==> src/core/eac_regs.svh <==
`ifndef EAC_REGS_SVH
`define EAC_REGS_SVH

// ----------------------------------------
// Register byte offsets on the APB
// ----------------------------------------
`define EAC_OFS_CTRL   8'h00
`define EAC_OFS_UNLOCK 8'h04
`define EAC_OFS_ADDR   8'h08
`define EAC_OFS_DATA   8'h0C
`define EAC_OFS_FLAG   8'h10

// ----------------------------------------
// Field positions
// ----------------------------------------
`define EAC_BIT_MSEL 7
`define EAC_BIT_WERR 3
`define EAC_BIT_WEN  2
`define EAC_BIT_WR   1
`define EAC_BIT_RD   0
`define EAC_BIT_DONE 0

// ----------------------------------------
// Reset values and unlock keys
// ----------------------------------------
`define EAC_BYTE_RST 8'h00
`define EAC_KEY_FIRST  8'h55
`define EAC_KEY_SECOND 8'hAA

// ----------------------------------------
// Timing
// ----------------------------------------
`define EAC_CLK_PERIOD_NS 4
`define EAC_WRITE_TIME_NS 4000
`define EAC_WRITE_CYCLES \
  ((`EAC_WRITE_TIME_NS + `EAC_CLK_PERIOD_NS - 1) / `EAC_CLK_PERIOD_NS)
`define EAC_CNT_W 16

`endif

==> src/core/eac_pkg.sv <==
package eac_pkg;

  // ----------------------------------------
  // Types
  // ----------------------------------------
  typedef logic [7:0] eac_byte_t;

  // Unlock sequence progress, one-hot
  typedef enum logic [2:0]
  {
    ul_idle  = 3'b001,
    ul_key1  = 3'b010,
    ul_armed = 3'b100
  } eac_unlock_e;

endpackage

==> src/core/eac_top.sv <==
// The APB slave port and the address map were chosen for this implementation.
`timescale 1ns/100ps
`include "eac_regs.svh"

// Overview of operation
// - Write-start set by software, cleared on completion
// - Read-start self-clears; software cannot clear it
// - Read byte lands in data register next cycle when data memory selected
// - Data register holds until read or write
// - Write needs 55h, AAh, then write-start
// - Write-start ignored while write-enable clear
// - Write-enable changes only by software
// - Clearing write-enable never aborts a write
// - Completion clears write-start and sets done flag
// - Done flag set by hardware, cleared by software
// - Each write programs one whole data byte
// - Unlock register reads as zero
// - Aborted write sets error; normal completion clears
// - Memory select resets zero, frozen while busy
module eac_top
#(
  parameter int unsigned WRITE_CYCLES = `EAC_WRITE_CYCLES
)
(
  input  wire logic        pclk,
  input  wire logic        presetn,
  input  wire logic        psel,
  input  wire logic        penable,
  input  wire logic        pwrite,
  input  wire logic [7:0]  paddr,
  input  wire logic [31:0] pwdata,
  output logic [31:0]      prdata,
  output logic             pready,
  output logic             pslverr,
  input  wire logic        ext_reset_req,
  output logic             write_busy,
  output logic             write_done_flag
);

  // ----------------------------------------
  // Bus decode
  // ----------------------------------------
  function automatic logic is_mapped(input logic [7:0] a);
    is_mapped = (a == `EAC_OFS_CTRL) || (a == `EAC_OFS_UNLOCK) ||
                (a == `EAC_OFS_ADDR) || (a == `EAC_OFS_DATA) ||
                (a == `EAC_OFS_FLAG);
  endfunction

  logic setup_ph;
  logic acc_wr;
  logic wr_ctrl;
  logic wr_unlock;
  logic wr_addr;
  logic wr_data;
  logic wr_flag;

  // Writes land at the access edge; no wait states
  assign setup_ph  = psel & ~penable;
  assign acc_wr    = psel & penable & pwrite;
  assign wr_ctrl   = acc_wr & (paddr == `EAC_OFS_CTRL);
  assign wr_unlock = acc_wr & (paddr == `EAC_OFS_UNLOCK);
  assign wr_addr   = acc_wr & (paddr == `EAC_OFS_ADDR);
  assign wr_data   = acc_wr & (paddr == `EAC_OFS_DATA);
  assign wr_flag   = acc_wr & (paddr == `EAC_OFS_FLAG);
  assign pready    = 1'b1;

  // ----------------------------------------
  // External reset request synchroniser
  // ----------------------------------------
  logic abort_meta;
  logic abort_req;

  // Pin is asynchronous to pclk
  always_ff @(posedge pclk or negedge presetn)
  begin
    if (!presetn)
    begin
      abort_meta <= 1'b0;
      abort_req  <= 1'b0;
    end
    else
    begin
      abort_meta <= ext_reset_req;
      abort_req  <= abort_meta;
    end
  end

  // ----------------------------------------
  // Control state
  // ----------------------------------------
  logic                   msel;
  logic                   werr;
  logic                   wen;
  logic                   wr;
  logic                   rd;
  logic                   done;
  eac_pkg::eac_byte_t     addr;
  eac_pkg::eac_byte_t     data;
  eac_pkg::eac_byte_t     lat_addr;
  eac_pkg::eac_byte_t     lat_data;
  logic [`EAC_CNT_W-1:0]  cnt;
  logic                   next_msel;
  logic                   next_werr;
  logic                   next_wen;
  logic                   next_wr;
  logic                   next_rd;
  logic                   next_done;
  eac_pkg::eac_byte_t     next_addr;
  eac_pkg::eac_byte_t     next_data;
  eac_pkg::eac_byte_t     next_lat_addr;
  eac_pkg::eac_byte_t     next_lat_data;
  logic [`EAC_CNT_W-1:0]  next_cnt;
  logic                   armed;
  logic                   start;
  logic                   finish;
  logic                   abort;
  eac_pkg::eac_byte_t     rd_byte;

  // Start only when unlocked, enabled, idle and data memory selected
  assign start  = wr_ctrl & pwdata[`EAC_BIT_WR] & wen & armed
                & ~msel & ~wr;
  assign abort  = wr & abort_req;
  assign finish = wr & ~abort_req & (cnt == `EAC_CNT_W'(1));

  eac_unlock u_unlock
  (
    .pclk     (pclk),
    .presetn  (presetn),
    .key_wr   (wr_unlock),
    .key_data (pwdata[7:0]),
    .other_wr (acc_wr & ~wr_unlock & ~wr_ctrl),
    .consume  (wr_ctrl),
    .armed    (armed)
  );

  // Array writes from latched copies so later bus writes cannot disturb
  eac_nv_array u_array
  (
    .pclk  (pclk),
    .we    (finish),
    .waddr (lat_addr),
    .wdata (lat_data),
    .raddr (addr),
    .rdata (rd_byte)
  );

  // Next values for all control fields
  always_comb
  begin
    next_msel     = msel;
    next_werr     = werr;
    next_wen      = wen;
    next_wr       = wr;
    next_rd       = 1'b0;
    next_done     = done;
    next_addr     = addr;
    next_data     = data;
    next_lat_addr = lat_addr;
    next_lat_data = lat_data;
    next_cnt      = cnt;
    if (wr_ctrl)
    begin
      if (!wr)
        next_msel = pwdata[`EAC_BIT_MSEL];
      next_werr = pwdata[`EAC_BIT_WERR];
      next_wen  = pwdata[`EAC_BIT_WEN];
      if (pwdata[`EAC_BIT_RD])
      begin
        next_rd = 1'b1;
        if (!msel)
          next_data = rd_byte;
      end
    end
    if (wr_addr)
      next_addr = pwdata[7:0];
    if (wr_data)
      next_data = pwdata[7:0];
    // Busy tracking ignores the enable bit once started
    if (start)
    begin
      next_wr       = 1'b1;
      next_cnt      = `EAC_CNT_W'(WRITE_CYCLES);
      next_lat_addr = addr;
      next_lat_data = data;
    end
    else if (abort)
    begin
      next_wr   = 1'b0;
      next_werr = 1'b1;
    end
    else if (finish)
    begin
      next_wr   = 1'b0;
      next_werr = 1'b0;
    end
    else if (wr)
    begin
      next_cnt = cnt - `EAC_CNT_W'(1);
    end
    // Set wins over a clear in the same cycle
    if (wr_flag && pwdata[`EAC_BIT_DONE])
      next_done = 1'b0;
    if (finish)
      next_done = 1'b1;
  end

  // Control registers
  always_ff @(posedge pclk or negedge presetn)
  begin
    if (!presetn)
    begin
      msel     <= 1'b0;
      werr     <= 1'b0;
      wen      <= 1'b0;
      wr       <= 1'b0;
      rd       <= 1'b0;
      done     <= 1'b0;
      addr     <= `EAC_BYTE_RST;
      data     <= `EAC_BYTE_RST;
      lat_addr <= `EAC_BYTE_RST;
      lat_data <= `EAC_BYTE_RST;
      cnt      <= '0;
    end
    else
    begin
      msel     <= next_msel;
      werr     <= next_werr;
      wen      <= next_wen;
      wr       <= next_wr;
      rd       <= next_rd;
      done     <= next_done;
      addr     <= next_addr;
      data     <= next_data;
      lat_addr <= next_lat_addr;
      lat_data <= next_lat_data;
      cnt      <= next_cnt;
    end
  end

  assign write_busy      = wr;
  assign write_done_flag = done;

  // ----------------------------------------
  // Read data path
  // ----------------------------------------
  logic [31:0] next_prdata;
  logic        next_slverr;

  // Captured in setup so data is a flop by the access phase
  always_comb
  begin
    next_prdata = prdata;
    next_slverr = pslverr;
    if (setup_ph)
    begin
      next_slverr = ~is_mapped(paddr);
      next_prdata = 32'h0000_0000;
      if (!pwrite)
      begin
        case (paddr)
          `EAC_OFS_CTRL:
            next_prdata[7:0] = {msel, 3'b000, werr, wen, wr, rd};
          `EAC_OFS_ADDR:
            next_prdata[7:0] = addr;
          `EAC_OFS_DATA:
            next_prdata[7:0] = data;
          `EAC_OFS_FLAG:
            next_prdata[`EAC_BIT_DONE] = done;
          default:
            next_prdata = 32'h0000_0000;
        endcase
      end
    end
  end

  // Bus answer registers
  always_ff @(posedge pclk or negedge presetn)
  begin
    if (!presetn)
    begin
      prdata  <= 32'h0000_0000;
      pslverr <= 1'b0;
    end
    else
    begin
      prdata  <= next_prdata;
      pslverr <= next_slverr;
    end
  end

  // ----------------------------------------
  // Checks
  // ----------------------------------------
  logic [`EAC_CNT_W-1:0] busy_len;

  // Length of the current busy period
  always_ff @(posedge pclk or negedge presetn)
  begin
    if (!presetn)
      busy_len <= '0;
    else if (wr)
      busy_len <= busy_len + `EAC_CNT_W'(1);
    else
      busy_len <= '0;
  end
endmodule

==> src/core/eac_nv_array.sv <==
`timescale 1ns/100ps

module eac_nv_array
(
  input  wire logic          pclk,
  input  wire logic          we,
  input  wire eac_pkg::eac_byte_t waddr,
  input  wire eac_pkg::eac_byte_t wdata,
  input  wire eac_pkg::eac_byte_t raddr,
  output eac_pkg::eac_byte_t      rdata
);

  // ----------------------------------------
  // Byte storage
  // ----------------------------------------
  // No reset: contents model nonvolatile cells
  eac_pkg::eac_byte_t mem [0:255];

  // Whole byte programmed at once
  always_ff @(posedge pclk)
  begin
    if (we)
    begin
      mem[waddr] <= wdata;
    end
  end

  // Combinational read port
  assign rdata = mem[raddr];

endmodule

==> src/core/eac_unlock.sv <==
`timescale 1ns/100ps
`include "eac_regs.svh"

module eac_unlock
(
  input  wire logic               pclk,
  input  wire logic               presetn,
  input  wire logic               key_wr,
  input  wire eac_pkg::eac_byte_t key_data,
  input  wire logic               other_wr,
  input  wire logic               consume,
  output logic                    armed
);

  // ----------------------------------------
  // Sequence tracker
  // ----------------------------------------
  eac_pkg::eac_unlock_e state;
  eac_pkg::eac_unlock_e next_state;

  // Any off-pattern write drops back to idle; a 55h key write always moves to the first-key state
  always_comb
  begin
    next_state = state;
    if (consume)
    begin
      next_state = eac_pkg::ul_idle;
    end
    else if (key_wr)
    begin
      case (state)
        eac_pkg::ul_key1:
          if (key_data == `EAC_KEY_SECOND)
            next_state = eac_pkg::ul_armed;
          else if (key_data == `EAC_KEY_FIRST)
            next_state = eac_pkg::ul_key1;
          else
            next_state = eac_pkg::ul_idle;
        default:
          if (key_data == `EAC_KEY_FIRST)
            next_state = eac_pkg::ul_key1;
          else
            next_state = eac_pkg::ul_idle;
      endcase
    end
    else if (other_wr)
    begin
      next_state = eac_pkg::ul_idle;
    end
  end

  // State register
  always_ff @(posedge pclk or negedge presetn)
  begin
    if (!presetn)
      state <= eac_pkg::ul_idle;
    else
      state <= next_state;
  end

  assign armed = (state == eac_pkg::ul_armed);

endmodule

==> config.mk <==
export PLATFORM = sky130hd
export DESIGN_NAME = eac_top
export DESIGN_NICKNAME = d
export VERILOG_FILES = /design/src/core/eac_pkg.sv /design/src/core/eac_top.sv /design/src/core/eac_nv_array.sv /design/src/core/eac_unlock.sv
export VERILOG_INCLUDE_DIRS = /design/src /design/src/core
export SDC_FILE = /design/constraint.sdc
export NUM_CORES = 2
export LEC_CHECK = 0
export ABC_AREA = 1
export BUFFER_PORTS_ARGS = -buffer_cell sky130_fd_sc_hd__clkbuf_2
export CAP_MARGIN = 20
export CORE_MARGIN = 10
export CORE_UTILIZATION = 55
export DETAILED_ROUTE_END_ITERATION = 16
export PLACE_DENSITY_LB_ADDON = 0.12
export SYNTH_ARGS = -nofsm -noshare
export SYNTH_HDL_FRONTEND = slang
export SYNTH_HIERARCHICAL = 1
export SYNTH_SLANG_ARGS = --single-unit
==> constraint.sdc <==
create_clock -name pclk -period 5.15 [get_ports pclk]
set_clock_uncertainty 0.15 [all_clocks]
set_input_delay 1.03 -clock pclk [delete_from_list [all_inputs] [get_ports pclk]]
set_output_delay 1.03 -clock pclk [all_outputs]
set_load 0.02 [all_outputs]
# --- Word-level counts from Yosys, hierarchy flattened ---
# Memory sizes are Yosys's and may differ from the RTL's.
# Index checks and enable logic that the tools add are counted.
totals:
  mem_bits_ro: 0
  mem_count: 1
  ff_bits: 92
  word_cells: 100
  ram_bits: 2048
  latch_bits: 0
mem_list:
  columns: ["name", "depth", "width", "rd", "rd_clocked_by_memory_dff", "write_ports", "line_no", "text"]
  rows:
  - ["u_array.mem", 256, 8, 1, 0, 1, "eac_nv_array.sv:17", "eac_pkg::eac_byte_t mem [0:255];"]
classes:
  reduce_logical: 15
  muxes: 30
  add_sub_neg: 1
  n_bitwise: 25
  magnitude_cmp: 0
  multipliers: 0
  shifts: 0
  div_mod_pow: 0
  eq_ne: 12
op_table:
  columns: ["operator", "n"]
  rows:
  - ["16-bit 2-to-1 mux", 4]
  - ["8-bit 2-to-1 mux", 5]
  - ["7-bit one-hot mux with 3 select lines", 1]
  - ["1-bit AND", 18]
  - ["16-bit by 1-bit equality test with 1-bit output, second input constant", 1]
  - ["8-bit by 4-bit equality test with 1-bit output, second input constant", 2]
  - ["16-bit by 1-bit subtractor with 16-bit output, second input constant", 1]
  - ["3-bit 2-to-1 mux", 5]
  - ["1-bit 2-to-1 mux", 13]
  - ["8-bit by 3-bit equality test with 1-bit output, second input constant", 1]
  - ["8-bit by 5-bit equality test with 1-bit output, second input constant", 1]
  - ["8-bit by 7-bit equality test with 1-bit output, second input constant", 1]
  - ["8-bit equality test, second input constant", 1]
  - ["8-bit zero test", 1]
  - ["2-bit nonzero test", 4]
  - ["1-bit NOT", 7]
  - ["2-bit != test, second input constant", 3]
  - ["3-bit AND reduction", 2]
  - ["3-bit nonzero test", 2]
  - ["1-bit logical OR", 4]
  - ["1-bit one-hot mux with 4 select lines", 1]
  - ["3-bit by 2-bit equality test with 1-bit output, second input constant", 1]
  - ["3-bit equality test, second input constant", 1]
  - ["2-bit 2-to-1 mux", 1]
  - ["other kinds (2)", 2]

# --- Longest topological paths before layout ---
logic_depth:
  ltp_word: 10
  depth_mapped: 19

# --- Cells and area by module ---
# Netlist, hierarchy kept.
by_module_without_submodules:
  columns: ["mod", "instances", "cells_per_inst", "area_per_inst_um2"]
  rows:
  - ["eac_nv_array", 1, 6995, 83236.1]
  - ["eac_top", 1, 471, 3597.2]
  - ["eac_unlock", 1, 34, 212.7]

# --- Least setup slack after synthesis ---
# Ideal clock, no wire load.
synth_path:
  kind: "register to register"
  from: "register lat_data[0]"
  to: "memory u_array/mem[0][0] in the netlist's numbering (data pin)"
  setup_slack_ns: 1.013
  synth_period_minus_slack_ns: 4.137
  path_stages_with_launch: 1
  path_buffers: 0
  setup_time_ns: 0.804
  arrival_ns: 3.183
  path_cell_list: "dfrtp_1"
synth_lines:
  columns: ["element", "line_no", "text"]
  rows:
  - ["from (decl)", "eac_top.sv:100", "eac_pkg::eac_byte_t lat_data;"]
  - ["from (signal assigned)", "eac_top.sv:221", "lat_data <= `EAC_BYTE_RST;"]
  - ["from (signal assigned)", "eac_top.sv:235", "lat_data <= next_lat_data;"]
  - ["to (decl)", "eac_nv_array.sv:17", null]
# Straight into the memory's write port.

# --- Final worst setup path ---
layout_path:
  from: "register wr (netlist: write_busy)"
  to: "memory u_array/mem[169][2] in the netlist's numbering (enable)"
layout_via:
  elab_chain_len: 4
layout_lines:
  columns: ["element", "line_no", "text"]
  rows:
  - ["from (decl)", "eac_top.sv:94", "logic wr;"]
  - ["from (signal assigned)", "eac_top.sv:229", "wr <= next_wr;"]
  - ["1-bit AND (2 in a row)", "eac_top.sv:123", "assign finish = wr & ~abort_req & (cnt == `EAC_CNT_W'(1));"]
  - ["named net finish", "eac_top.sv:115", "logic finish;"]
  - ["1-bit 2-to-1 mux", "eac_nv_array.sv:22", "if (we)"]
  - ["1-bit 2-to-1 mux (not written as such)", "eac_nv_array.sv:24", "mem[waddr] <= wdata;"]
# The timed path passes the listed nets, and every way through them passes these cells.

==> results <==
- The run finished with clean final reports.
- Internal power comes to between 0.02 and 0.03 W.
- The global-route wire length before repair is around 330000 µm.
- After layout, the minimum clock period comes to 4.19 ns.
- The share of synthesized area occupied by flip-flops and latches is 0.726.
- The floorplan step defined a die boundary enclosing 175000 µm².
- CTS placed an instance of sky130_fd_sc_hd__clkbuf_16 at the clock tree root.
- At the worst endpoint, the arrival time is about 4.5 ns.
- In the routed design, unresolved DRC markers number 0.
- The predominant post-synthesis flop cell is sky130_fd_sc_hd__edfxtp_1.
- Of all flip-flops after synthesis, the portion carrying an async set or reset was 0.0321.
- The clock latency on the worst-skew pair is between 0.8 and 0.9 ns.
- The die boundary height is 418 µm.
- The maximum single-stage delay on the critical path is 0.96 ns.
- Clock tree synthesis inserted a total of 211 buffers.
- The clock share of power is 0.435.
- The worst ir drop on vdd is 0.000311 V.
- Setup total negative slack on the finished layout was measured at 0 ns.
- After the last flow step, the layout net total stands at 7414.
- Of the total power, combinational logic draws 0.014.
- Data on the critical path is required at its endpoint by 5.45 ns.
- The class of the tightest hold or removal check is input pin to flip-flop.
- After global routing the overflow that remains totals 0.
- The worst hold slack across all endpoints is 0.174 ns.
- The cell taking the most area after synthesis is sky130_fd_sc_hd__edfxtp_1.
- Of the post-synthesis cell area, the dominant cell type holds 0.707.
- The pre-CTS worst setup slack is 0.990 ns.
- In this run the tool buffered the top-level ports with 32 buffer cells.
- Traced cell by cell, the critical path runs through inv_1 -> nor2_2 -> nand3_1 -> inv_1 -> nand3_1 -> nor2_1.
- In this run the tightest slew margin relative to its limit is 0.321.
- After detailed placement, the design holds a cell count of 9211.
- The number of violations reported at the end of detailed-routing iteration 0 is between 6000 and 7000.
- The setup check on the worst reg-to-reg path leaves a slack of 0.96 ns.
- Of all nets on the critical path, the largest fanout is 20.
- In the global route stage, met3 resource usage came out at 0.0413.
- Clock-pin slew was measured on the worst setup and hold paths at 0.06 ns.
- The number of cells produced by synthesis is 7500.
- The final RePlAce weighted congestion is 0.849.
- The count of different cell masters after synthesis is 35.
- The mean post-synth cell area is 11.6 µm².
- In this run the most used layer during global routing was met2.
- The cell with the biggest individual delay on the critical path is sky130_fd_sc_hd__nor2_1.
- For this run, global-route usage on met2 was measured as 0.398.
- The detail route stage leaves a number of antenna-violating nets equal to 0.
- The tree built by TritonCTS fans out to between 2000 and 2500 sinks.
- The starting utilization of the core area is 0.555.
- The half-perimeter wire length after placement is roughly 120000 µm.
- For the pin with the worst max-slew slack, the measured transition is 1.02 ns.
- After synthesis, the cell types taking the most area are sky130_fd_sc_hd__edfxtp_1, sky130_fd_sc_hd__nand3_1, sky130_fd_sc_hd__nand2_1.
- The average wire per standard cell is 23.4 µm.
- Excluding fillers, the count of instances in the completed layout stands at between 9000 and 10000.
- The sequential group share of total power is 0.551.
- STA classifies the critical path endpoint as a flip-flop.
- The critical path class is flip-flop to flip-flop.
- Yosys printed 6 warnings.
- The category of the worst setup path launch point is a flip-flop.
- The via count of the first global-routing pass is 52700.
- After detailed routing, the total wire length is 225000 µm.
- In the routed layout, each cell is associated on average with a via count of 5.88.
- For this run, the top clock speed supported by timing is 238 MHz.
- The final period utilization is 0.814.
- Entering global routing, the biggest net connects 180 pins.
- The synthesized design contains 2116 register bits.
- Across every metal layer, demand over resource in global routing totals 0.251.
- The number of pins exceeding their max-slew limit in the final report was 0.
- In this run the static leakage power is 36.3 nW.
- The buffer depth of the longest clock path is 3.
- The clock tree from TritonCTS is done.
- Setup violations remaining at the end of the flow were counted as 0.
- In the global route stage, met1 resource usage came out at 0.352.
- The net switching component of the power is 0.00668 W.
- The number of enable flip-flop cells after synthesis is approximately 2000.
- Pin placement for this block handled between 80 and 90 I/O pins.
- The most common library cell in the layout ignoring fill and taps is sky130_fd_sc_hd__nand2_1.
- Before antenna repair, the detailed router went through 6 iterations.
- The max capacitance violation total is 0.
- The count of vias placed by the detailed router is 56500.
- Setup repair after global routing left no endpoint under its margin.
- The power density over the cells is 355 nW/µm².
- The cell area after technology mapping is 87000 µm².
- The layout cell share with drive strength beyond 1 is 0.0642.
- After floorplanning, the core was sized to cover 157000 µm².
- The floorplan die width is 418 µm.
- The cts-stage hold buffer count is 0.
- The level count of the clock H-tree is 4.
- The row count is 145.
- The setup fix buffers added after clock tree synthesis is 0.
- The final worst-path setup slack is 0.957 ns.
- Relative to the synthesized area, the layout overhead comes to 9.32%.
- The net switching share of the total power is 0.198.
- The initial antenna violation count is 1.
- The final hold violation count is 0.
- The count of instances resized after the clock tree is built is 0.
- In the layout the commonest cells are sky130_fd_sc_hd__nand2_1, sky130_fd_sc_hd__nand3_1, sky130_fd_sc_hd__edfxtp_1.
final cells by class:
cell class / instances / area [µm²]
diodes: 2 / 5.00
clock buffers: 266 / 5610
clock inverters: 120 / 990
fillers: 12300 / 61600
inverters: 122 / 497
multi-input cells: 4768 / 20800
flip-flops and latches: 2116 / 63300
well taps: 2058 / 2570
repair buffers: 147 / 1460
critical path: cells and delay by family, from the launching register on:
kind / cells / cell delay, ns
and+or+nand+nor: 4 / 2.50
DFF: 1 / 0.40
buffers and inverters: 2 / 0.75
flip-flops by register name, summed over array words and instances, names as in the netlist:
register         cells
lat_addr             8
addr                 8
u_unlock/state       3
werr                 1
write_done_flag      1
lat_data             8
write_busy           1
abort_meta           1
abort_req            1
wen                  1
data                 8
cnt                 16
u_array/mem       2048
prdata               8
msel                 1
rd                   1
pslverr              1
final timing paths:
path / startpoint / endpoint / depth (start not counted)
setup / recovery: write_busy$_DFFE_PN0P_ / u_array/mem[169][2]$_DFFE_PP_ / 6
hold / removal: ext_reset_req / abort_meta$_DFF_PN0_ / 1
setup reg to reg: write_busy$_DFFE_PN0P_ / u_array/mem[169][2]$_DFFE_PP_ / 6
hold reg to reg: abort_meta$_DFF_PN0_ / abort_req$_DFF_PN0_ / 0
max in group asynchronous: presetn / lat_data[4]$_DFFE_PN0P_ / 1
min in group asynchronous: presetn / write_done_flag$_DFFE_PN0P_ / 1
logic make-up (layout without fill, tap and decap cells):
logic type      Yosys count  after routing  synth area share
mux                       2              2          0.000259
flops                  2116           2116             0.726
buf+inv                 639            655            0.0365
compound gates           41             41           0.00243
simple gates           4698           4698             0.234
fa+ha+maj                 2              2          0.000287
other cells               2             27         0.0000863
cell usage after synthesis (2+ instances only):
| master | number |
|---|---|
| sky130_fd_sc_hd__nand4_1 | 13 |
| sky130_fd_sc_hd__nand2_4 | 5 |
| sky130_fd_sc_hd__inv_4 | 3 |
| sky130_fd_sc_hd__ha_1 | 2 |
| sky130_fd_sc_hd__dfrtp_1 | 67 |
| sky130_fd_sc_hd__nor3_2 | 2 |
| sky130_fd_sc_hd__clkbuf_1 | 113 |
| sky130_fd_sc_hd__o21ai_0 | 9 |
| sky130_fd_sc_hd__buf_2 | 271 |
| sky130_fd_sc_hd__buf_1 | 40 |
| sky130_fd_sc_hd__nor2_4 | 4 |
| sky130_fd_sc_hd__mux2_2 | 2 |
| sky130_fd_sc_hd__nand3_1 | 2066 |
| sky130_fd_sc_hd__conb_1 | 2 |
| sky130_fd_sc_hd__inv_2 | 4 |
| sky130_fd_sc_hd__edfxtp_1 | 2048 |
| sky130_fd_sc_hd__nor3_1 | 3 |
| sky130_fd_sc_hd__nand2_1 | 2260 |
| sky130_fd_sc_hd__buf_6 | 21 |
| sky130_fd_sc_hd__inv_1 | 115 |
| sky130_fd_sc_hd__nor2_1 | 332 |
| sky130_fd_sc_hd__buf_4 | 71 |
| sky130_fd_sc_hd__o21ai_1 | 28 |
| sky130_fd_sc_hd__nand2_2 | 6 |
| sky130_fd_sc_hd__nor2_2 | 3 |
through the flow:
| step | power [W] | area (µm²) | util |
|---|---|---|---|
| finish | 0.0338 | 95200 | 0.607 |
| global route | 0.0347 | 95200 | 0.607 |
| CTS | 0.0340 | 95200 | 0.607 |
| detailed placement | 0.0194 | 88600 | 0.565 |
| global placement | 0.0194 | 88600 | 0.565 |
| floorplan | 0.0193 | 87100 | - |
power by group through the flow:
stage	sequential (W)	clock, W	combinational (W)
4_1_cts	0.0186	0.0149	0.000457
3_3_place_gp	0.0190	0	0.000454
2_1_floorplan	0.0190	0	0.000323
6_report	0.0186	0.0147	0.000462
5_1_grt	0.0186	0.0156	0.000497
3_5_place_dp	0.0190	0	0.000456
layer usage:
layer	wire (µm)	vias up
met5	0	-
li1	-	26100
met2	106000	2227
met4	7940	0
met1	92700	27700
met3	17700	389
(Power assumes the default switching activity.)
